File: config.mk
export PLATFORM = sky130hd
export DESIGN_NAME = cbs_sequencer
export DESIGN_NICKNAME = d
export VERILOG_FILES = /design/src/cbs_pkg.sv /design/src/cbs_vec_addr.sv /design/src/cbs_sequencer.sv
export SDC_FILE = /design/constraint.sdc
export NUM_CORES = 1
export LEC_CHECK = 0
export BUFFER_PORTS_ARGS = -buffer_cell sky130_fd_sc_hd__buf_2
export CAP_MARGIN = 20
export CORE_ASPECT_RATIO = 1.75
export CORE_MARGIN = 1.5
export CORE_UTILIZATION = 25
export DETAILED_ROUTE_END_ITERATION = 10
export HOLD_SLACK_MARGIN = 0.1
export PLACE_DENSITY_LB_ADDON = 0.1
export SYNTH_ARGS = -nofsm -noshare
export SYNTH_HDL_FRONTEND = slang
export SYNTH_SLANG_ARGS = --single-unit
File: constraint.sdc
create_clock -name mclk -period 12.8 [get_ports mclk]
set_clock_uncertainty 0.1 [all_clocks]
set_input_delay 3.2 -clock mclk [delete_from_list [all_inputs] [get_ports mclk]]
set_output_delay 3.2 -clock mclk [all_outputs]
set_load 0.05 [all_outputs]
File: src/cbs_pkg.sv
// How it works
// - Low-power 16-bit indexed jump: four cycles, low offset byte read twice.
// - Low-power 16-bit indexed reads: five cycles, last reads index plus offset.
// - Low-power 16-bit indexed stores: six cycles, write at index plus offset.
// - Low-power 16-bit indexed call: seven cycles, pushes return low then high.
// - Power-on runs 1922 cycles, vector fetched in cycles 1920 and 1921.
// - Interrupt request seen low in an instruction's last cycle starts ten-cycle entry.
// - Interrupt entry: two reads at next opcode, then five pushes downward.
// - Entry cycles eight and nine read the external or timer vector bytes.
// - Parts with an 11-bit counter use page 07 instead of 1F for reset, interrupt and timer vectors.
// - Inherent register read-modify-write: four cycles, last two at opcode plus two.
// - Flag, stack reset, no-op and transfer inherents: two cycles.
// - Subroutine return: six cycles reading stack pointer plus zero to plus three.
// - Software interrupt: eleven cycles, five pushes, idle read, vector at $7FC.
// - Interrupt return: nine cycles reading stack pointer up to plus six.
// - Immediate operations: two cycles, operand read at opcode plus one.
// - Bit set or clear: seven cycles, unused read at $07F, write last.
// - Bit test and branch: ten cycles, unused read, operand reads, two opcode reads.
// - Relative branches: four cycles, offset at opcode plus one, then plus two.
// - External-bus part ignores bus data during return stack reads.
package cbs_pkg;

    // ==========================================================
    // Address map and vectors
    localparam int ADDR_W = 13;
    localparam logic [7:0] PAGE_PC13 = 8'h1F;
    localparam logic [7:0] PAGE_PC11 = 8'h07;
    localparam logic [7:0] VEC_RST_HI = 8'hFE;
    localparam logic [7:0] VEC_RST_LO = 8'hFF;
    localparam logic [7:0] VEC_IRQ_HI = 8'hFA;
    localparam logic [7:0] VEC_IRQ_LO = 8'hFB;
    localparam logic [7:0] VEC_TMR_HI = 8'hF9;
    localparam logic [7:0] VEC_TMR_LO = 8'hF8;
    localparam logic [15:0] VEC_SWI = 16'h07FC;
    localparam logic [15:0] UNUSED_ADDR = 16'h007F;

    // ==========================================================
    // Sequence lengths in machine cycles
    localparam int STEP_W = 11;
    localparam logic [10:0] LEN_JMP16 = 11'h4;
    localparam logic [10:0] LEN_RD16 = 11'h5;
    localparam logic [10:0] LEN_ST16 = 11'h6;
    localparam logic [10:0] LEN_JSR16 = 11'h7;
    localparam logic [10:0] LEN_RESET = 11'h5;
    localparam int LEN_POR = 1922;
    localparam logic [10:0] LEN_IRQ = 11'hA;
    localparam logic [10:0] LEN_INH_RMW = 11'h4;
    localparam logic [10:0] LEN_INH2 = 11'h2;
    localparam logic [10:0] LEN_RTS = 11'h6;
    localparam logic [10:0] LEN_SWI = 11'hB;
    localparam logic [10:0] LEN_RTI = 11'h9;
    localparam logic [10:0] LEN_IMM = 11'h2;
    localparam logic [10:0] LEN_BIT = 11'h7;
    localparam logic [10:0] LEN_BRBIT = 11'hA;
    localparam logic [10:0] LEN_REL = 11'h4;

    // ==========================================================
    // Enumerations
    typedef enum logic [2:0] {
        S_HOLD = 3'b001,
        S_RUN = 3'b010,
        S_WAIT = 3'b100
    } cbs_state_t;

    typedef enum logic [3:0] {
        CL_JMP16, CL_RD16, CL_ST16, CL_JSR16, CL_INH_RMW, CL_INH2, CL_RTS, CL_SWI,
        CL_RTI, CL_IMM, CL_BIT, CL_BRBIT, CL_REL, CL_RESET, CL_POR, CL_IRQ
    } cbs_cls_t;

    typedef enum logic [3:0] {
        A_OP, A_OP1, A_OP2, A_OP3, A_IX, A_OPND, A_UNUSED, A_SP, A_VHI, A_VLO, A_VEC
    } cbs_asrc_t;

    typedef enum logic [2:0] {
        W_NONE, W_RLO, W_RHI, W_IX, W_AC, W_CC, W_NEW
    } cbs_wsel_t;

    typedef enum logic [1:0] {
        K_NONE, K_HI, K_LO, K_OPND
    } cbs_cap_t;

    typedef enum logic [1:0] {
        VK_RST, VK_IRQ, VK_TMR, VK_SWI
    } cbs_vk_t;

    // ==========================================================
    // Carriers
    typedef struct packed {
        cbs_asrc_t src;
        cbs_wsel_t wsel;
        cbs_cap_t cap;
        logic signed [3:0] delta;
    } cbs_step_t;

    typedef struct packed {
        cbs_cls_t cls;
        logic [ADDR_W-1:0] opc;
        logic [ADDR_W-1:0] sp;
        logic [7:0] idx;
        logic [7:0] acc;
        logic [7:0] ccr;
        logic [7:0] wdata;
    } cbs_cmd_t;

    typedef struct packed {
        logic [ADDR_W-1:0] addr;
        logic rw;
        logic [7:0] wdata;
        logic valid;
        logic ignore;
    } cbs_bus_t;

endpackage

File: src/cbs_vec_addr.sv
`timescale 1ns/1ps
module cbs_vec_addr #(
    parameter bit PC11 = 1'b0
) (
    input wire cbs_pkg::cbs_vk_t kind,
    input wire logic lo,
    output logic [cbs_pkg::ADDR_W-1:0] addr
);

    localparam int AW = cbs_pkg::ADDR_W;

    logic [7:0] page;
    logic [7:0] off;

    always_comb
    begin
        page = PC11 ? cbs_pkg::PAGE_PC11 : cbs_pkg::PAGE_PC13;
        case (kind)
            cbs_pkg::VK_IRQ: off = lo ? cbs_pkg::VEC_IRQ_LO : cbs_pkg::VEC_IRQ_HI;
            cbs_pkg::VK_TMR: off = lo ? cbs_pkg::VEC_TMR_LO : cbs_pkg::VEC_TMR_HI;
            default: off = lo ? cbs_pkg::VEC_RST_LO : cbs_pkg::VEC_RST_HI;
        endcase
        if (kind == cbs_pkg::VK_SWI)
        begin
            addr = AW'(cbs_pkg::VEC_SWI + {15'h0, lo});
        end
        else
        begin
            addr = AW'({page, off});
        end
    end

endmodule

File: src/cbs_sequencer.sv
`timescale 1ns/1ps
module cbs_sequencer #(
    parameter bit PC11 = 1'b0,
    parameter bit EXT_BUS = 1'b0,
    parameter int POR_LEN = cbs_pkg::LEN_POR
) (
    input wire logic mclk,
    input wire logic rst,
    input wire logic cpu_reset_n,
    input wire logic irq_n,
    input wire logic timer_req,
    input wire logic irq_mask,
    input wire cbs_pkg::cbs_cmd_t cmd,
    input wire logic cmd_valid,
    output logic cmd_ready,
    input wire logic [cbs_pkg::ADDR_W-1:0] next_pc,
    input wire logic [7:0] rdata,
    output cbs_pkg::cbs_bus_t bus,
    output logic insn_done,
    output logic [15:0] vector,
    output logic busy
);

    localparam int AW = cbs_pkg::ADDR_W;
    localparam logic [10:0] POR_STEPS = 11'(POR_LEN);

    // ==========================================================
    // Per-cycle plan tables
    function automatic cbs_pkg::cbs_step_t mk(cbs_pkg::cbs_asrc_t s, cbs_pkg::cbs_wsel_t w,
                                              cbs_pkg::cbs_cap_t k, logic signed [3:0] d);
        mk.src = s;
        mk.wsel = w;
        mk.cap = k;
        mk.delta = d;
    endfunction

    function automatic logic [10:0] len_of(cbs_pkg::cbs_cls_t c);
        case (c)
            cbs_pkg::CL_JMP16: len_of = cbs_pkg::LEN_JMP16;
            cbs_pkg::CL_RD16: len_of = cbs_pkg::LEN_RD16;
            cbs_pkg::CL_ST16: len_of = cbs_pkg::LEN_ST16;
            cbs_pkg::CL_JSR16: len_of = cbs_pkg::LEN_JSR16;
            cbs_pkg::CL_INH_RMW: len_of = cbs_pkg::LEN_INH_RMW;
            cbs_pkg::CL_INH2: len_of = cbs_pkg::LEN_INH2;
            cbs_pkg::CL_RTS: len_of = cbs_pkg::LEN_RTS;
            cbs_pkg::CL_SWI: len_of = cbs_pkg::LEN_SWI;
            cbs_pkg::CL_RTI: len_of = cbs_pkg::LEN_RTI;
            cbs_pkg::CL_IMM: len_of = cbs_pkg::LEN_IMM;
            cbs_pkg::CL_BIT: len_of = cbs_pkg::LEN_BIT;
            cbs_pkg::CL_BRBIT: len_of = cbs_pkg::LEN_BRBIT;
            cbs_pkg::CL_REL: len_of = cbs_pkg::LEN_REL;
            cbs_pkg::CL_POR: len_of = POR_STEPS;
            cbs_pkg::CL_IRQ: len_of = cbs_pkg::LEN_IRQ;
            default: len_of = cbs_pkg::LEN_RESET;
        endcase
    endfunction

    // Push order shared by hardware and software interrupt entry.
    function automatic cbs_pkg::cbs_wsel_t push_w(logic [10:0] k);
        case (k)
            11'h0: push_w = cbs_pkg::W_RLO;
            11'h1: push_w = cbs_pkg::W_RHI;
            11'h2: push_w = cbs_pkg::W_IX;
            11'h3: push_w = cbs_pkg::W_AC;
            default: push_w = cbs_pkg::W_CC;
        endcase
    endfunction

    function automatic cbs_pkg::cbs_step_t plan(cbs_pkg::cbs_cls_t c, logic [10:0] s);
        logic [10:0] l;
        l = len_of(c);
        plan = mk(cbs_pkg::A_OP, cbs_pkg::W_NONE, cbs_pkg::K_NONE, 4'sh0);
        case (c)
            cbs_pkg::CL_JMP16, cbs_pkg::CL_RD16, cbs_pkg::CL_ST16, cbs_pkg::CL_JSR16:
            begin
                if (s == 11'h2)
                    plan = mk(cbs_pkg::A_OP1, cbs_pkg::W_NONE, cbs_pkg::K_HI, 4'sh0);
                else if (s == 11'h3)
                    plan = mk(cbs_pkg::A_OP2, cbs_pkg::W_NONE, cbs_pkg::K_LO, 4'sh0);
                else if (s == 11'h4 || (s == 11'h5 && c == cbs_pkg::CL_ST16))
                    plan = mk(cbs_pkg::A_OP2, cbs_pkg::W_NONE, cbs_pkg::K_NONE, 4'sh0);
                else if (s == 11'h5)
                    plan = mk(cbs_pkg::A_IX, cbs_pkg::W_NONE, cbs_pkg::K_NONE, 4'sh0);
                else if (s == 11'h6 && c == cbs_pkg::CL_ST16)
                    plan = mk(cbs_pkg::A_IX, cbs_pkg::W_NEW, cbs_pkg::K_NONE, 4'sh0);
                else if (s == 11'h6)
                    plan = mk(cbs_pkg::A_SP, cbs_pkg::W_RLO, cbs_pkg::K_NONE, 4'sh0);
                else if (s == 11'h7)
                    plan = mk(cbs_pkg::A_SP, cbs_pkg::W_RHI, cbs_pkg::K_NONE, -4'sh1);
            end
            cbs_pkg::CL_INH_RMW, cbs_pkg::CL_REL:
            begin
                if (s == 11'h2)
                    plan = mk(cbs_pkg::A_OP1, cbs_pkg::W_NONE, cbs_pkg::K_NONE, 4'sh0);
                else if (s >= 11'h3)
                    plan = mk(cbs_pkg::A_OP2, cbs_pkg::W_NONE, cbs_pkg::K_NONE, 4'sh0);
            end
            cbs_pkg::CL_INH2, cbs_pkg::CL_IMM:
            begin
                if (s == 11'h2)
                    plan = mk(cbs_pkg::A_OP1, cbs_pkg::W_NONE, cbs_pkg::K_NONE, 4'sh0);
            end
            cbs_pkg::CL_RTS, cbs_pkg::CL_RTI:
            begin
                if (s == 11'h2)
                    plan = mk(cbs_pkg::A_OP1, cbs_pkg::W_NONE, cbs_pkg::K_NONE, 4'sh0);
                else if (s >= 11'h3)
                    plan = mk(cbs_pkg::A_SP, cbs_pkg::W_NONE, cbs_pkg::K_NONE, 4'(s - 11'h3));
            end
            cbs_pkg::CL_SWI, cbs_pkg::CL_IRQ:
            begin
                if (s == 11'h2 && c == cbs_pkg::CL_SWI)
                    plan = mk(cbs_pkg::A_OP1, cbs_pkg::W_NONE, cbs_pkg::K_NONE, 4'sh0);
                else if (s >= 11'h3 && s <= 11'h7)
                    plan = mk(cbs_pkg::A_SP, push_w(s - 11'h3), cbs_pkg::K_NONE, 4'(11'h3 - s));
                else if (s == 11'h8 && c == cbs_pkg::CL_SWI)
                    plan = mk(cbs_pkg::A_SP, cbs_pkg::W_NONE, cbs_pkg::K_NONE, -4'sh5);
                else if (s == l - 11'h2)
                    plan = mk(cbs_pkg::A_VHI, cbs_pkg::W_NONE, cbs_pkg::K_HI, 4'sh0);
                else if (s == l - 11'h1)
                    plan = mk(cbs_pkg::A_VLO, cbs_pkg::W_NONE, cbs_pkg::K_LO, 4'sh0);
                else if (s == l)
                    plan = mk(cbs_pkg::A_VEC, cbs_pkg::W_NONE, cbs_pkg::K_NONE, 4'sh0);
            end
            cbs_pkg::CL_BIT, cbs_pkg::CL_BRBIT:
            begin
                if (s == 11'h2)
                    plan = mk(cbs_pkg::A_OP1, cbs_pkg::W_NONE, cbs_pkg::K_OPND, 4'sh0);
                else if (s == 11'h3)
                    plan = mk(cbs_pkg::A_UNUSED, cbs_pkg::W_NONE, cbs_pkg::K_NONE, 4'sh0);
                else if (c == cbs_pkg::CL_BIT && s == l)
                    plan = mk(cbs_pkg::A_OPND, cbs_pkg::W_NEW, cbs_pkg::K_NONE, 4'sh0);
                else if (c == cbs_pkg::CL_BRBIT && s == l - 11'h1)
                    plan = mk(cbs_pkg::A_OP2, cbs_pkg::W_NONE, cbs_pkg::K_NONE, 4'sh0);
                else if (c == cbs_pkg::CL_BRBIT && s == l)
                    plan = mk(cbs_pkg::A_OP3, cbs_pkg::W_NONE, cbs_pkg::K_NONE, 4'sh0);
                else if (s >= 11'h4)
                    plan = mk(cbs_pkg::A_OPND, cbs_pkg::W_NONE, cbs_pkg::K_NONE, 4'sh0);
            end
            default:
            begin
                // Reset and power-on share one shape; only the length differs.
                if (s + 11'h2 <= l)
                    plan = mk(cbs_pkg::A_VHI, cbs_pkg::W_NONE,
                              (s == l - 11'h2) ? cbs_pkg::K_HI : cbs_pkg::K_NONE, 4'sh0);
                else if (s == l - 11'h1)
                    plan = mk(cbs_pkg::A_VLO, cbs_pkg::W_NONE, cbs_pkg::K_LO, 4'sh0);
                else
                    plan = mk(cbs_pkg::A_VEC, cbs_pkg::W_NONE, cbs_pkg::K_NONE, 4'sh0);
            end
        endcase
    endfunction

    // ==========================================================
    // State
    cbs_pkg::cbs_state_t state_r, state_nxt;
    cbs_pkg::cbs_cls_t cls_r, cls_nxt;
    logic [10:0] step_r, step_nxt;
    logic tmr_r, tmr_nxt;
    cbs_pkg::cbs_cmd_t cmd_r, cmd_nxt;
    logic [15:0] cap_r, cap_nxt;
    logic [7:0] opnd_r, opnd_nxt;
    cbs_pkg::cbs_bus_t bus_r, bus_nxt;
    logic done_r;
    cbs_pkg::cbs_step_t cur, pn;
    logic last, bound, take, accept, is_insn;
    cbs_pkg::cbs_vk_t vk_nxt;
    logic [AW-1:0] vaddr, ret;
    // A constant, so that the asynchronous reset branch loads no logic output.
    localparam logic [AW-1:0] RST_HI_ADDR =
        AW'({PC11 ? cbs_pkg::PAGE_PC11 : cbs_pkg::PAGE_PC13, cbs_pkg::VEC_RST_HI});
    assign cur = plan(cls_r, step_r);
    assign is_insn = !(cls_r inside {cbs_pkg::CL_RESET, cbs_pkg::CL_POR, cbs_pkg::CL_IRQ});
    assign last = (state_r == cbs_pkg::S_RUN) && (step_r == len_of(cls_r));
    assign bound = (state_r == cbs_pkg::S_WAIT) || last;
    // The request is sampled only at an instruction boundary; its level is ignored afterwards.
    assign take = bound && cpu_reset_n && !irq_mask && (!irq_n || timer_req)
                  && !(last && !is_insn);
    assign cmd_ready = bound && cpu_reset_n && !take;
    assign accept = cmd_ready && cmd_valid;

    // ==========================================================
    // Next-step selection
    always_comb
    begin
        state_nxt = state_r;
        cls_nxt = cls_r;
        step_nxt = step_r;
        tmr_nxt = tmr_r;
        if (!cpu_reset_n)
        begin
            state_nxt = cbs_pkg::S_HOLD;
            cls_nxt = cbs_pkg::CL_RESET;
            step_nxt = 11'h0;
        end
        else if (state_r == cbs_pkg::S_HOLD)
        begin
            state_nxt = cbs_pkg::S_RUN;
            step_nxt = 11'h1;
        end
        else if (take)
        begin
            state_nxt = cbs_pkg::S_RUN;
            cls_nxt = cbs_pkg::CL_IRQ;
            step_nxt = 11'h1;
            tmr_nxt = irq_n;
        end
        else if (accept)
        begin
            state_nxt = cbs_pkg::S_RUN;
            cls_nxt = cmd.cls;
            step_nxt = 11'h1;
        end
        else if (bound)
        begin
            state_nxt = cbs_pkg::S_WAIT;
        end
        else
        begin
            step_nxt = step_r + 11'h1;
        end
    end

    always_comb
    begin
        cmd_nxt = cmd_r;
        if (take || accept)
        begin
            cmd_nxt = cmd;
        end
        if (take)
        begin
            cmd_nxt.opc = next_pc;
        end
    end

    // Same-cycle bypass: a vector low byte is needed for the very next address.
    always_comb
    begin
        cap_nxt = cap_r;
        opnd_nxt = opnd_r;
        if (state_r == cbs_pkg::S_RUN)
        begin
            case (cur.cap)
                cbs_pkg::K_HI: cap_nxt[15:8] = rdata;
                cbs_pkg::K_LO: cap_nxt[7:0] = rdata;
                cbs_pkg::K_OPND: opnd_nxt = rdata;
                default: ;
            endcase
        end
    end

    assign pn = plan(cls_nxt, step_nxt);

    always_comb
    begin
        case (cls_nxt)
            cbs_pkg::CL_IRQ: vk_nxt = tmr_nxt ? cbs_pkg::VK_TMR : cbs_pkg::VK_IRQ;
            cbs_pkg::CL_SWI: vk_nxt = cbs_pkg::VK_SWI;
            default: vk_nxt = cbs_pkg::VK_RST;
        endcase
    end

    cbs_vec_addr #(.PC11(PC11)) u_vec (
        .kind(vk_nxt),
        .lo(pn.src == cbs_pkg::A_VLO),
        .addr(vaddr)
    );

    always_comb
    begin
        case (cls_nxt)
            cbs_pkg::CL_JSR16: ret = cmd_nxt.opc + AW'(3);
            cbs_pkg::CL_SWI: ret = cmd_nxt.opc + AW'(1);
            default: ret = cmd_nxt.opc;
        endcase
    end

    // ==========================================================
    // Bus drive for the coming cycle
    always_comb
    begin
        bus_nxt.valid = (state_nxt != cbs_pkg::S_WAIT);
        bus_nxt.rw = (pn.wsel == cbs_pkg::W_NONE) || (state_nxt != cbs_pkg::S_RUN);
        bus_nxt.ignore = EXT_BUS && (pn.src == cbs_pkg::A_SP) && (state_nxt == cbs_pkg::S_RUN)
                         && (cls_nxt inside {cbs_pkg::CL_RTS, cbs_pkg::CL_RTI});
        case (pn.src)
            cbs_pkg::A_OP1: bus_nxt.addr = cmd_nxt.opc + AW'(1);
            cbs_pkg::A_OP2: bus_nxt.addr = cmd_nxt.opc + AW'(2);
            cbs_pkg::A_OP3: bus_nxt.addr = cmd_nxt.opc + AW'(3);
            cbs_pkg::A_IX: bus_nxt.addr = AW'({8'h00, cmd_nxt.idx} + cap_nxt);
            cbs_pkg::A_OPND: bus_nxt.addr = AW'(opnd_nxt);
            cbs_pkg::A_UNUSED: bus_nxt.addr = AW'(cbs_pkg::UNUSED_ADDR);
            cbs_pkg::A_SP: bus_nxt.addr = cmd_nxt.sp + AW'(pn.delta);
            cbs_pkg::A_VHI, cbs_pkg::A_VLO: bus_nxt.addr = vaddr;
            cbs_pkg::A_VEC: bus_nxt.addr = AW'(cap_nxt);
            default: bus_nxt.addr = cmd_nxt.opc;
        endcase
        case (pn.wsel)
            cbs_pkg::W_RLO: bus_nxt.wdata = ret[7:0];
            cbs_pkg::W_RHI: bus_nxt.wdata = 8'(ret >> 8);
            cbs_pkg::W_IX: bus_nxt.wdata = cmd_nxt.idx;
            cbs_pkg::W_AC: bus_nxt.wdata = cmd_nxt.acc;
            cbs_pkg::W_CC: bus_nxt.wdata = cmd_nxt.ccr;
            cbs_pkg::W_NEW: bus_nxt.wdata = cmd_nxt.wdata;
            default: bus_nxt.wdata = 8'h00;
        endcase
        if (state_nxt == cbs_pkg::S_HOLD)
        begin
            bus_nxt.addr = RST_HI_ADDR;
        end
        if (state_nxt == cbs_pkg::S_WAIT)
        begin
            bus_nxt.addr = bus_r.addr;
        end
    end

    // ==========================================================
    // Registers
    always_ff @(posedge mclk or posedge rst)
    begin
        if (rst)
        begin
            state_r <= cbs_pkg::S_RUN;
            cls_r <= cbs_pkg::CL_POR;
            step_r <= 11'h1;
            tmr_r <= 1'b0;
        end
        else
        begin
            state_r <= state_nxt;
            cls_r <= cls_nxt;
            step_r <= step_nxt;
            tmr_r <= tmr_nxt;
        end
    end

    always_ff @(posedge mclk or posedge rst)
    begin
        if (rst)
        begin
            cmd_r <= '0;
            cap_r <= 16'h0000;
            opnd_r <= 8'h00;
        end
        else
        begin
            cmd_r <= cmd_nxt;
            cap_r <= cap_nxt;
            opnd_r <= opnd_nxt;
        end
    end

    always_ff @(posedge mclk or posedge rst)
    begin
        if (rst)
        begin
            bus_r.addr <= RST_HI_ADDR;
            bus_r.rw <= 1'b1;
            bus_r.wdata <= 8'h00;
            bus_r.valid <= 1'b1;
            bus_r.ignore <= 1'b0;
            done_r <= 1'b0;
        end
        else
        begin
            bus_r <= bus_nxt;
            done_r <= last && cpu_reset_n;
        end
    end

    assign bus = bus_r;
    assign insn_done = done_r;
    assign vector = cap_r;
    assign busy = (state_r != cbs_pkg::S_WAIT);

endmodule

Yosys cells after proc, flatten, opt, wreduce, memory -nomap -nowiden
Memories as Yosys holds them, arrays and structs flattened.
Cells that the tools add are included.
Widths: inputs -> output; s select.
{"block": "op_classes", "add_sub_neg": 17, "n_eq_ne": 82, "n_mux": 88, "order_cmp": 7, "n_reduce_logical": 53}
{"cell": "$mux 12", "n": 15}
{"cell": "$mux 6", "n": 20}
{"cell": "$mux 13", "n": 9}
{"cell": "$pmux 13 s9", "n": 1}
{"cell": "$mux 11", "n": 9}
{"cell": "$eq 11x3->1 const B", "n": 8}
{"cell": "$pmux 13 s6", "n": 1}
{"cell": "$eq 11x11->1", "n": 7}
{"cell": "$eq 4x4->1 const B", "n": 17}
{"cell": "$eq 11x2->1 const B", "n": 6}
{"cell": "$mux 58", "n": 1}
{"cell": "$eq 4x3->1 const B", "n": 12}
{"cell": "$pmux 8 s6", "n": 1}
{"cell": "$sub 11x2->11 const B", "n": 4}
{"cell": "$pmux 6 s6", "n": 1}
{"cell": "$mux 8", "n": 4}
{"cell": "$add 13x2->13 const B", "n": 2}
{"cell": "$pmux 13 s2", "n": 1}
{"cell": "$logic_and 1x1->1", "n": 25}
{"cell": "$eq 4x2->1 const B", "n": 6}
{"cell": "$mux 4", "n": 6}
{"cell": "$add 11x2->11 const B", "n": 2}
{"cell": "$eq 11x4->1 const B", "n": 2}
{"cell": "$ge 11x2->1 const B", "n": 2}
{"cell": "35 further kinds", "n": 85}
{"block": "word_totals", "n_memories": 3, "rom_bits": 384, "elab_cells": 267, "reg_bits": 125, "out_inout_bits": 43, "input_bits": 90}
{"memory": "(name not given)", "words": 16, "word_bits": 8, "rd": 1, "rd_ports_with_merged_regs": 0, "wr": 0, "line": "cbs_sequencer.sv:38", "rtl": "case (c)"}
{"memory": "(name not given)", "words": 16, "word_bits": 8, "rd": 1, "rd_ports_with_merged_regs": 0, "wr": 0, "line": "cbs_sequencer.sv:38"}
{"memory": "(name not given)", "words": 16, "word_bits": 8, "rd": 1, "rd_ports_with_merged_regs": 0, "wr": 0, "line": "cbs_sequencer.sv:38"}

Longest topological paths before layout
Gate-level depths: netlist of run 1.
An unclocked memory read counts as a cell.
{"block": "depth", "depth_word": 30, "depth_mapped": 39, "depth_no_buf": 37}

Hierarchy
From an unflattened synthesis of run 1, not the netlist that was laid out.
{"block": "unflattened", "cells_unflattened": 1377, "hier_area_um2": 11876.4}
{"mod": "cbs_sequencer", "seq_area_each_um2": 3151.8, "cells_per_inst": 1356, "area_each_um2": 11718.7, "n_inst": 1}
{"mod": "cbs_vec_addr", "seq_area_each_um2": 0.0, "cells_per_inst": 21, "area_each_um2": 157.7, "n_inst": 1}

Worst setup path after synthesis of run 1
OpenSTA, ideal clock, no wires.
{"block": "synth_path", "kind": "input port to flip-flop", "startpoint": "input cpu_reset_n", "endpoint": "register bus_r (netlist bit bus[23])", "n_path_buf": 3, "path_slack_ps": 3957, "setup_ps": 90, "path_stages": 36, "arrival_ps": 8653, "required_ps": 12610, "cell_sequence": "clkbuf_1 -> and2_1 -> clkbuf_1 -> o21ai_0 -> or2_2 -> a21o_1 -> nand3_1 -> nand2_1 -> inv_1 -> ha_1 -> clkbuf_1 -> nand2_1 -> a21oi_1 -> a31oi_1 -> and2_1 -> nand3_1 -> or2_0 -> o21ai_0 -> nand2b_1 -> ha_1 -> fa_1 -> a21oi_1 -> nor2_1 -> nor2_1 -> o21bai_1 -> a21o_1 -> a21oi_1 -> nor2_1 -> nor2_1 -> o21bai_1 -> a21oi_1 -> o21ai_0 -> xnor2_1 -> xnor2_1 -> a221oi_1 -> a31oi_1"}
{"block": "synth_via", "elab_chain_len": 24, "word_cells_on_any_way": 125, "cone_classes": "add/sub: 10; order compare: 4; eq/ne: 36; mux: 49; reduce/logical: 25; memory: 1"}
{"element": "from (decl)", "line": "cbs_sequencer.sv:9", "rtl": "input wire logic cpu_reset_n,"}
{"element": "$logic_and 1x1->1", "line": "cbs_sequencer.sv:177, cbs_sequencer.sv:179"}
{"element": "$logic_and 1x1->1 (2 in a row)", "line": "cbs_sequencer.sv:177", "rtl": "assign take = bound && cpu_reset_n && !irq_mask && (!irq_n || timer_req)"}
{"element": "$logic_and 1x1->1", "line": "cbs_sequencer.sv:178", "rtl": "&& !(last && !is_insn);"}
{"element": "$logic_not 1->1", "line": "cbs_sequencer.sv:179", "rtl": "assign cmd_ready = bound && cpu_reset_n && !take;"}
{"element": "$logic_and 1x1->1", "line": "cbs_sequencer.sv:179"}
{"element": "$logic_and 1x1->1", "line": "cbs_sequencer.sv:180", "rtl": "assign accept = cmd_ready && cmd_valid;"}
{"element": "$mux 11", "line": "cbs_sequencer.sv:208", "rtl": "else if (accept)"}
{"element": "$mux 11", "line": "cbs_sequencer.sv:201", "rtl": "else if (take)"}
{"element": "$mux 11", "line": "cbs_sequencer.sv:196", "rtl": "else if (state_r == cbs_pkg::S_HOLD)"}
{"element": "$mux 11 *", "line": "cbs_sequencer.sv:190", "rtl": "if (!cpu_reset_n)"}
{"element": "via step_nxt[0]", "line": "cbs_sequencer.sv:158", "rtl": "logic [10:0] step_r, step_nxt;"}
{"element": "branches (longest 8 deep; another with $add 11x2->11)"}
{"element": "$pmux 13 s6 *", "line": "cbs_sequencer.sv:73", "rtl": "case (c)"}
{"element": "branches (longest 2 deep; another with $add 13x13->13)"}
{"element": "$pmux 13 s9 *", "line": "cbs_sequencer.sv:287", "rtl": "case (pn.src)"}
{"element": "$mux 13 *", "line": "cbs_sequencer.sv:308", "rtl": "if (state_nxt == cbs_pkg::S_HOLD)"}
{"element": "to (signal assigned)", "line": "cbs_sequencer.sv:367", "rtl": "bus_r <= bus_nxt;"}
{"element": "to (decl)", "line": "cbs_sequencer.sv:163", "rtl": "cbs_pkg::cbs_bus_t bus_r, bus_nxt;"}
Mark *: on every way through the listed nets, which the timed path passes.
A chain may end at the register's enable or synchronous reset.

Worst setup path in the final report of run 1
{"block": "layout_path", "startpoint": "input irq_n", "endpoint": "register bus_r (netlist bit bus[22])"}
{"block": "layout_via", "elab_chain_len": 25, "word_cells_on_any_way": 126, "cone_classes": "add/sub: 11; order compare: 4; eq/ne: 36; mux: 49; reduce/logical: 25; memory: 1"}
{"element": "from (decl)", "line": "cbs_sequencer.sv:10", "rtl": "input wire logic irq_n,"}
{"element": "$logic_not 1->1 *", "line": "cbs_sequencer.sv:177"}
{"element": "$logic_or 1x1->1 *", "line": "cbs_sequencer.sv:177"}
{"element": "$logic_and 1x1->1 *", "line": "cbs_sequencer.sv:177"}
{"element": "$logic_and 1x1->1 *", "line": "cbs_sequencer.sv:178"}
{"element": "$logic_not 1->1", "line": "cbs_sequencer.sv:179"}
{"element": "$logic_and 1x1->1", "line": "cbs_sequencer.sv:179"}
{"element": "$logic_and 1x1->1", "line": "cbs_sequencer.sv:180"}
{"element": "$mux 11", "line": "cbs_sequencer.sv:208"}
{"element": "[3 not listed]"}
{"element": "via step_nxt[1]", "line": "cbs_sequencer.sv:158"}
{"element": "branches (longest 8 deep; another with $add 11x2->11)"}
{"element": "$pmux 13 s6 *", "line": "cbs_sequencer.sv:73"}
{"element": "$eq 4x4->1", "line": "cbs_sequencer.sv:266, cbs_sequencer.sv:287"}
{"element": "$add 11x1->12", "line": "cbs_vec_addr.sv:25", "rtl": "addr = AW'(cbs_pkg::VEC_SWI + {15'h0, lo});"}
{"element": "$mux 13", "line": "cbs_vec_addr.sv:23", "rtl": "if (kind == cbs_pkg::VK_SWI)"}
{"element": "$pmux 13 s9 *", "line": "cbs_sequencer.sv:287"}
{"element": "$mux 13 *", "line": "cbs_sequencer.sv:308"}
Marks and branches as above.

==> metrics.yaml, run 1 <==
logic_synthesis:
  synth-main-ff-cell: "dfrtp_1"
  synth_mux_area_frac: 0.113
  synth_edf_count: 0
  synth_cell_types: 110
  synth_area_leader_cell: "dfrtp_1"
  synth-async-reset-ratio: 1.00
  synth_area_leaders: "dfrtp_1 (23%), ha_1 (8.7%), mux2_2 (7.2%), xnor2_1 (4.8%), dfstp_2 (4.2%)"
  synth_compound_area_frac: 0.210
  ys_ff_latch: 125
  yosysSeqAreaShare: 0.267
  synth_top_family_by_area: "compound AO/OA/AOI/OAI gates"
  syn_area_mm2: 0.0118
  yosysWarnings: 0
  synth_area_per_cell_um2: 8.65
  yosys.area.top_type_share: 0.225
  synth_simple_gate_area_frac: 0.203
  synth_cells: 1363
  synth-adder-area-share: 0.0904
  synth_xor_area_frac: 0.0675
  synthesis.nets: 1537
setup_path:
  required_ns: 13.09
  endpoint_kind: "register"
  crit_path_max_incr_delay_ns: 0.69
  crit_type: "in -> reg"
  slowest_stage: "o21a_1"
  r2r_cells: 31
  cp-start-kind: "input port"
  cp_max_fo: 17
  cp_common_cell: "a21oi_1"
  crit_arrival_ns: 11.39
clock_tree:
  root_buffer: "clkbuf_16"
  cts_buffers: 17
  post_cts_buffers: 0
  clockBufferDepth: 2
  insertion_delay_ns: 0.46
  htree_levels: 4
  cts_tree: "built"
  clk_pin_slew_ns: 0.06
  hold_buffers: 0
  clock_sinks: 125
  cts.repair.resized: 0
die:
  start_util: 0.252
  std_cell_rows: 105
  die_x_um: 167
  die_area_mm2: 0.0485
  fp.coreArea_mm2: 0.0468
  die_h_um: 290
  ios: 133
final_layout:
  layout_commonest_cell: "buf_2"
  final_cell_mix: "buf_2 (132), nor2_1 (118), dfrtp_1 (106), nand2_1 (104), ha_1 (82)"
  fill_cells: 5099
  nets: 1640
  area_delta_synth_final_pct: 14.9
  diodes: 0
  drive_gt1_frac: 0.222
  final_util: 0.290
grt:
  overflow: 0
  antenna_found_initial: 0
  grt_pass1_vias: 11757
  grt_start_max_net_pins: 76
  track_usage: 0.215
  grt_pass1_wl_um: 76700
timing:
  rsz0062_at_grt: "false"
  drv_slew: 0
  fmax_mhz: 90.1
  tightest_slew_ns: 1.07
  fin_setup_tns_ns: 0
  period_minus_slack_ns: 11.10
  finalCritPeriodShare: 0.867
  max_slew_margin: 0.288
  setup_violations: 0
  hold_viol_final: 0
detailed_routing:
  drc: 0
  dr.pass1.iters: 6
  drt_iter0_drc: 557
  vias: 11094
  routed_wirelength_um: 51900
  avgViaCountPerCell: 5.37
  ant_nets: 0
  drt-wirelength-per-cell_um: 25.1
status:
  outcome: "finished, final reports clean"
flow_run:
  drv_cap: 0
pwr:
  power_density_mw_per_mm2: 91.9
  p_leak_nw: 5.87
  irDropWorstVdd_mv: 0.100
hold_path:
  holdPathStages: 1
  hold_path_class: "reg -> reg"
placement:
  hpwl_um: 42000
  portBuffers: 131
  gp_congestion: 0.923
## path summary, 6_finish.rpt
kind / start / endpoint / slack, ns
max: irq_n / bus[22]$_DFFE_PP1P_ / 1.70
min: cmd_r[12]$_DFF_PP0_ / cmd_r[12]$_DFF_PP0_ / 0.39
max reg2reg: cls_r[1]$_DFF_PP1_ / bus[22]$_DFFE_PP1P_ / 3.36
min reg2reg: cmd_r[12]$_DFF_PP0_ / cmd_r[12]$_DFF_PP0_ / 0.39
max in group asynchronous: rst / cmd_r[38]$_DFF_PP0_ / 8.56
min in group asynchronous: rst / cmd_r[5]$_DFF_PP0_ / 2.80
## critical path: cells and delay by family
kind            cells  cell delay (ns)
compound gates     17             4.97
xor+xnor            1             0.35
fa+ha+maj           2             0.86
buf+inv             3             0.52
simple gates        6             1.45
## registers in the layout (all words and copies together), names as in the netlist
name,flops
bus,23
cls_r,4
insn_done,1
tmr_r,1
vector,16
state_r,3
cmd_r,58
step_r,11
opnd_r,8
## power breakdown
group / leakage (nW) / switching [W] / internal [W]
Sequential: 1.57 / 0.0000185 / 0.000429
Combinational: 4.04 / 0.000221 / 0.0000994
Clock: 0.269 / 0.000202 / 0.000275
## logic make-up after synthesis
logic type	after synthesis
DFF	125
muxes	121
adders and majority gates	84
and+or+nand+nor	461
xor gates and xnor gates	90
buffers and inverters	128
AOI/OAI and AO/OA	353
other	1
## cells in the mapped netlist (12+ instances only)
cell type,n
nor2_1,118
dfrtp_1,106
nand2_1,104
ha_1,82
mux2_2,75
a21oi_1,73
xnor2_1,64
inv_1,63
o21ai_0,62
nand3_1,51
mux2i_1,41
clkbuf_1,36
nor3_1,27
nand4_1,26
a31oi_1,25
xor2_1,25
and2_1,23
and3_1,19
dfstp_2,19
a211oi_1,17
o21ai_1,15
nand2b_1,14
a21o_1,12
## metal layers
| metal | part of all wire | GRT usage | vias up | wire [µm] |
|---|---|---|---|---|
| met5 | 0 | 0 | - | 0 |
| met4 | 0.064 | 0.140 | 0 | 3320 |
| met3 | 0.026 | 0.0236 | 113 | 1350 |
| met2 | 0.58 | 0.439 | 323 | 30100 |
| met1 | 0.33 | 0.195 | 5457 | 17100 |
| li1 | - | - | 5201 | - |
## cell type report
cell class / count / area [µm²] / area share
inverters: 65 / 251 / 0.0186
clock inverters: 10 / 91.3 / 0.00674
flip-flops and latches: 125 / 3150 / 0.233
clock buffers: 21 / 460 / 0.0340
repair buffers: 147 / 773 / 0.0571
multi-input cells: 1110 / 8080 / 0.597
well taps: 588 / 736 / 0.0543
## stage by stage
stage                     worst slack (ns)  instances  hold WS [ns]  instance area, µm²  power (W)
after global routing                  1.18       2066         0.405               13500    0.00130
after CTS                             1.68       2066         0.396               13500    0.00126
after global placement               0.877       2034         0.375               13000   0.000777
after floorplan                       3.96       1363         0.343               11800   0.000653
after detailed placement              1.19       2035         0.381               13000   0.000775
final                                 1.70       2066         0.392               13500    0.00125
Note: power is estimated with default switching activity, not from simulation.
==> inputs of run 2 (changes only) <==
Settings changed: CORE_ASPECT_RATIO 1.75 to 1.4, CORE_MARGIN 1.5 to 4, PLACE_DENSITY set to 0.42, PLACE_DENSITY_LB_ADDON 0.1 to not set.
==> run 2 against run 1 <==
  * Non-clock buffer count is 3 lower
  * Power up 1.5%
  * Clock power increased by 7.8%
  * Sequential cell count unchanged
  * Largest cell class unchanged
  * Largest power group unchanged
==> metrics.yaml, run 2 (synthesized netlist as in run 1, its figures left out) <==
pwr:
  switching_share: 0.347
  irDropWorstVdd_mv: 0.100
  design_power_total_w: 0.00126
  p_switching_w: 0.000438
  power_density_mw_per_mm2: 92.8
  p_comb_frac: 0.240
  p_leak_nw: 5.88
  seq_power_share: 0.353
  internal-power_w: 0.000825
  p_clk_frac: 0.407
setup_path:
  cp_max_fo: 17
  cp_num_buf_inv: 2
  cp-start-kind: "input port"
  critical-path-top-delay-family: "compound AO/OA/AOI/OAI gates"
  crit_type: "in -> reg"
  required_ns: 13.04
  slowest_stage: "o21a_1"
  crit_path_max_incr_delay_ns: 0.64
  cp_common_cell: "a21oi_1"
  crit_arrival_ns: 10.87
  endpoint_kind: "register"
grt:
  overflow: 0
  grt_pass1_vias: 11326
  grt_pass1_wl_um: 70300
  grt_start_max_net_pins: 74
  antenna_found_initial: 5
  track_usage: 0.178
die:
  die_h_um: 265
  die_area_mm2: 0.0507
  std_cell_rows: 93
  start_util: 0.255
  ios: 133
  fp.coreArea_mm2: 0.0463
  die_x_um: 192
hold_path:
  hold_path_class: "reg -> reg"
clock_tree:
  hold_buffers: 0
  root_buffer: "clkbuf_16"
  cts_buffers: 17
  post_cts_buffers: 0
  clk_pin_slew_ns: 0.07
  cts_tree: "built"
  htree_levels: 4
  clockBufferDepth: 2
  insertion_delay_ns: 0.45
  clock_sinks: 125
  cts.repair.resized: 0
detailed_routing:
  vias: 11092
  routed_wirelength_um: 45800
  drt_iter0_drc: 660
  dr.pass1.iters: 5
  drc: 0
  drt-wirelength-per-cell_um: 21.9
  avgViaCountPerCell: 5.30
  ant_nets: 0
placement:
  hpwl_um: 36500
  gp_congestion: 0.945
  placedCellCount: 2061
  portBuffers: 131
timing:
  fin_setup_tns_ns: 0
  drv_slew: 0
  tightest_slew_ns: 0.991
  rsz0062_at_grt: "false"
  finalCritPeriodShare: 0.830
  hold_viol_final: 0
  fmax_mhz: 94.1
  period_minus_slack_ns: 10.63
  setup_violations: 0
  max_slew_margin: 0.338
final_layout:
  drive_gt1_frac: 0.222
  layout_commonest_cell: "buf_2"
  stdcell_count: 2094
  final_cell_mix: "buf_2 (132), nor2_1 (118), dfrtp_1 (106), nand2_1 (104), ha_1 (82)"
  largest_reg_flops: 58
  nets: 1637
  top_register: "cmd_r"
  area_delta_synth_final_pct: 15.4
status:
  outcome: "finished, final reports clean"
flow_run:
  drv_cap: 0
run 2: final cells by class:
type	instances	area [µm²]
antenna	1	2.50
clock buffer	19	443
clock inverter	13	155
fill	5049	32700
inverter	65	251
multi-input combinational	1110	8080
sequential	125	3150
tap	617	772
timing repair buffer	144	751
run 2: power groups by stage:
stage                     Combinational (W)  Sequential (W)  Clock, W
after floorplan                    0.000158        0.000495         0
after CTS                          0.000305        0.000447  0.000529
after detailed placement           0.000303        0.000453         0
final                              0.000303        0.000446  0.000514
after global routing               0.000329        0.000450  0.000547
after global placement             0.000305        0.000453         0
run 2: final timing paths:
path	cells after the start	endpoint	slack [ns]	startpoint
max	33	bus[23]$_DFFE_PP1P_	2.17	irq_n
min	1	cmd_r[3]$_DFF_PP0_	0.40	cmd_r[3]$_DFF_PP0_
max reg2reg	35	bus[23]$_DFFE_PP1P_	3.79	cls_r[1]$_DFF_PP1_
min reg2reg	1	cmd_r[3]$_DFF_PP0_	0.40	cmd_r[3]$_DFF_PP0_
max in group asynchronous	3	cmd_r[44]$_DFF_PP0_	8.60	rst
min in group asynchronous	2	cmd_r[17]$_DFF_PP0_	2.79	rst
run 2: through the flow:
step                      area (µm²)  worst slack (ns)  utilization  hold WS [ns]
after floorplan                11800              3.96            -         0.343
after global placement         13000              1.72        0.281         0.382
final                          13600              2.17        0.294         0.398
after global routing           13600              1.67        0.294         0.412
after CTS                      13600              2.32        0.294         0.398
after detailed placement       13000              1.85        0.281         0.383
run 2: layer usage:
layer | vias up | global-route usage | wire [µm]
met3 | 77 | 0.0199 | 1740
met1 | 5465 | 0.228 | 19500
li1 | 5210 | - | -
met5 | - | 0 | 0
met4 | 0 | 0.0662 | 1680
met2 | 340 | 0.307 | 22900
==> inputs of run 3 (changes only) <==
Settings changed: PLACE_DENSITY 0.42 to 0.43.
Clock period 12.8 ns to 8.9 ns, I/O delays scaled along.
==> run 3 against run 2 <==
  * Setup slack worse by 1.7 ns
  * Clock power up 40%
  * Sequential power up 43%
  * Sequential cell count unchanged
  * Count of clock-buffer cells in the layout down 2
  * Wire length down 1.6%
  * Worst hold slack about the same
  * Critical path depth down 8
  * Core utilization up 0.63 points
  * Register-to-register slack worse by 3.1 ns
  * Sequential share of layout area down 0.49 points
  * Via count down 0.17%
==> metrics.yaml, run 3 (synthesized netlist as in run 1, its figures left out) <==
setup_path:
  endpoint_kind: "register"
  crit_arrival_ns: 8.68
  crit_type: "in -> reg"
  cp_max_fo: 10
  required_ns: 9.17
  cp-start-kind: "input port"
  regToRegEndpoint: "bus[21]$_DFFE_PP1P_"
  r2r_cells: 27
  r2r_start: "cls_r[3]$_DFF_PP1_"
  r2r_setup_slack_ns: 0.65
final_layout:
  stdcell_count: 2133
  finalInstanceArea_mm2: 0.0139
  final_cell_mix: "buf_2 (131), nor2_1 (118), dfrtp_1 (106), nand2_1 (104), ha_1 (82)"
  multi_input_area_mm2: 0.00809
  top_register: "cmd_r"
  seq_area_mm2: 0.00315
  nets: 1676
  area_delta_synth_final_pct: 17.9
  fill_cells: 5068
  largest_reg_flops: 58
  drive_gt1_frac: 0.244
  layout_commonest_cell: "buf_2"
grt:
  grt_start_max_net_pins: 64
  track_usage: 0.175
  grt_pass1_vias: 11446
  overflow: 0
  grt_pass1_wl_um: 69400
  antenna_found_initial: 4
clock_tree:
  hold_buffers: 0
  insertion_delay_ns: 0.45
  clk_pin_slew_ns: 0.07
  cts_tree: "built"
  root_buffer: "clkbuf_16"
  clock_sinks: 125
  htree_levels: 4
  post_cts_buffers: 0
  clockBufferDepth: 2
  cts.repair.resized: 0
  cts_buffers: 17
timing:
  drv_slew: 0
  fin_setup_tns_ns: 0
  period_minus_slack_ns: 8.41
  finalCritPeriodShare: 0.945
  tightest_slew_ns: 0.970
  setup_violations: 0
  rsz0062_at_grt: "false"
  hold_viol_final: 0
  max_slew_margin: 0.353
  fmax_mhz: 119
placement:
  hpwl_um: 36500
  placed_cell_area_mm2: 0.0133
  portBuffers: 131
  gp_congestion: 0.902
  placedCellCount: 2100
hold_path:
  hold_path_class: "reg -> reg"
  min_to: "cmd_r[13]$_DFF_PP0_"
  holdPathStages: 1
  hp-start: "cmd_r[13]$_DFF_PP0_"
pwr:
  irDropWorstVdd_mv: 0.131
  design_power_total_w: 0.00180
  power_density_mw_per_mm2: 130
  p_leak_nw: 6.06
die:
  die_h_um: 265
  std_cell_rows: 93
  start_util: 0.255
  die_area_mm2: 0.0507
  fp.coreArea_mm2: 0.0463
  die_x_um: 192
  ios: 133
detailed_routing:
  drt_iter0_drc: 683
  routed_wirelength_um: 45100
  vias: 11073
  ant_nets: 0
  dr.pass1.iters: 6
  drt-wirelength-per-cell_um: 21.1
  drc: 0
  avgViaCountPerCell: 5.19
flow_run:
  drv_cap: 0
status:
  outcome: "finished, final reports clean"
run 3: worst max-delay path by stage:
stage	start	end	cells after the start
final	irq_n	bus[21]$_DFFE_PP1P_	25
after global routing	irq_n	bus[22]$_DFFE_PP1P_	31
after CTS	irq_n	bus[15]$_DFFE_PP1P_	24
after detailed placement	irq_n	bus[15]$_DFFE_PP1P_	24
after global placement	irq_n	bus[15]$_DFFE_PP1P_	24
after floorplan	cpu_reset_n	bus[23]$_DFFE_PP1P_	36
run 3: layout make-up:
cell class	instances	area share
diodes	1	0.000180
clock buffers	17	0.0306
clock inverters	15	0.0117
inverters	65	0.0181
multi-input cells	1110	0.582
flip-flops and latches	125	0.227
well taps	617	0.0555
repair buffers	183	0.0753
run 3: worst max-delay path, cell delays in order:
cell and delay (ns):
buf_2 0.11, nor2b_2 0.19, o21ai_0 0.53, o31ai_2 0.23
a31oi_1 0.44, and2_1 0.25, inv_1 0.12, ha_1 0.36
inv_1 0.22, a21oi_2 0.10, a221oi_2 0.42, a21oi_1 0.19
inv_1 0.10, ha_1 0.24, xor2_1 0.18, a311oi_1 0.33
nor4b_4 0.33, nand4_4 0.21, a31oi_1 0.36, nand2_1 0.30
o41ai_1 0.59, buf_4 0.21, nand2_1 0.05, mux2_2 0.27
a31oi_1 0.14
run 3: per-stage QoR:
step | hold slack [ns] | setup slack (ns) | util
after detailed placement | 0.386 | -0.0824 | 0.287
after global routing | 0.409 | 0.0521 | 0.300
final | 0.398 | 0.490 | 0.300
after CTS | 0.404 | 0.365 | 0.300
after global placement | 0.378 | -0.00959 | 0.287
after floorplan | 0.343 | 1.03 | -
run 3: layer usage:
layer / GRT usage / routed length, µm / up-vias
met5: 0 / 13 / -
met4: 0.0639 / 1530 / 2
met3: 0.0203 / 1540 / 70
met2: 0.309 / 22600 / 284
met1: 0.220 / 19400 / 5429
li1: - / - / 5288
run 3: power breakdown:
| group | switching (W) | internal [W] | leakage, nW |
|---|---|---|---|
| combinational | 0.000293 | 0.000149 | 4.21 |
| clock | 0.000342 | 0.000376 | 0.286 |
| sequential | 0.0000231 | 0.000617 | 1.57 |
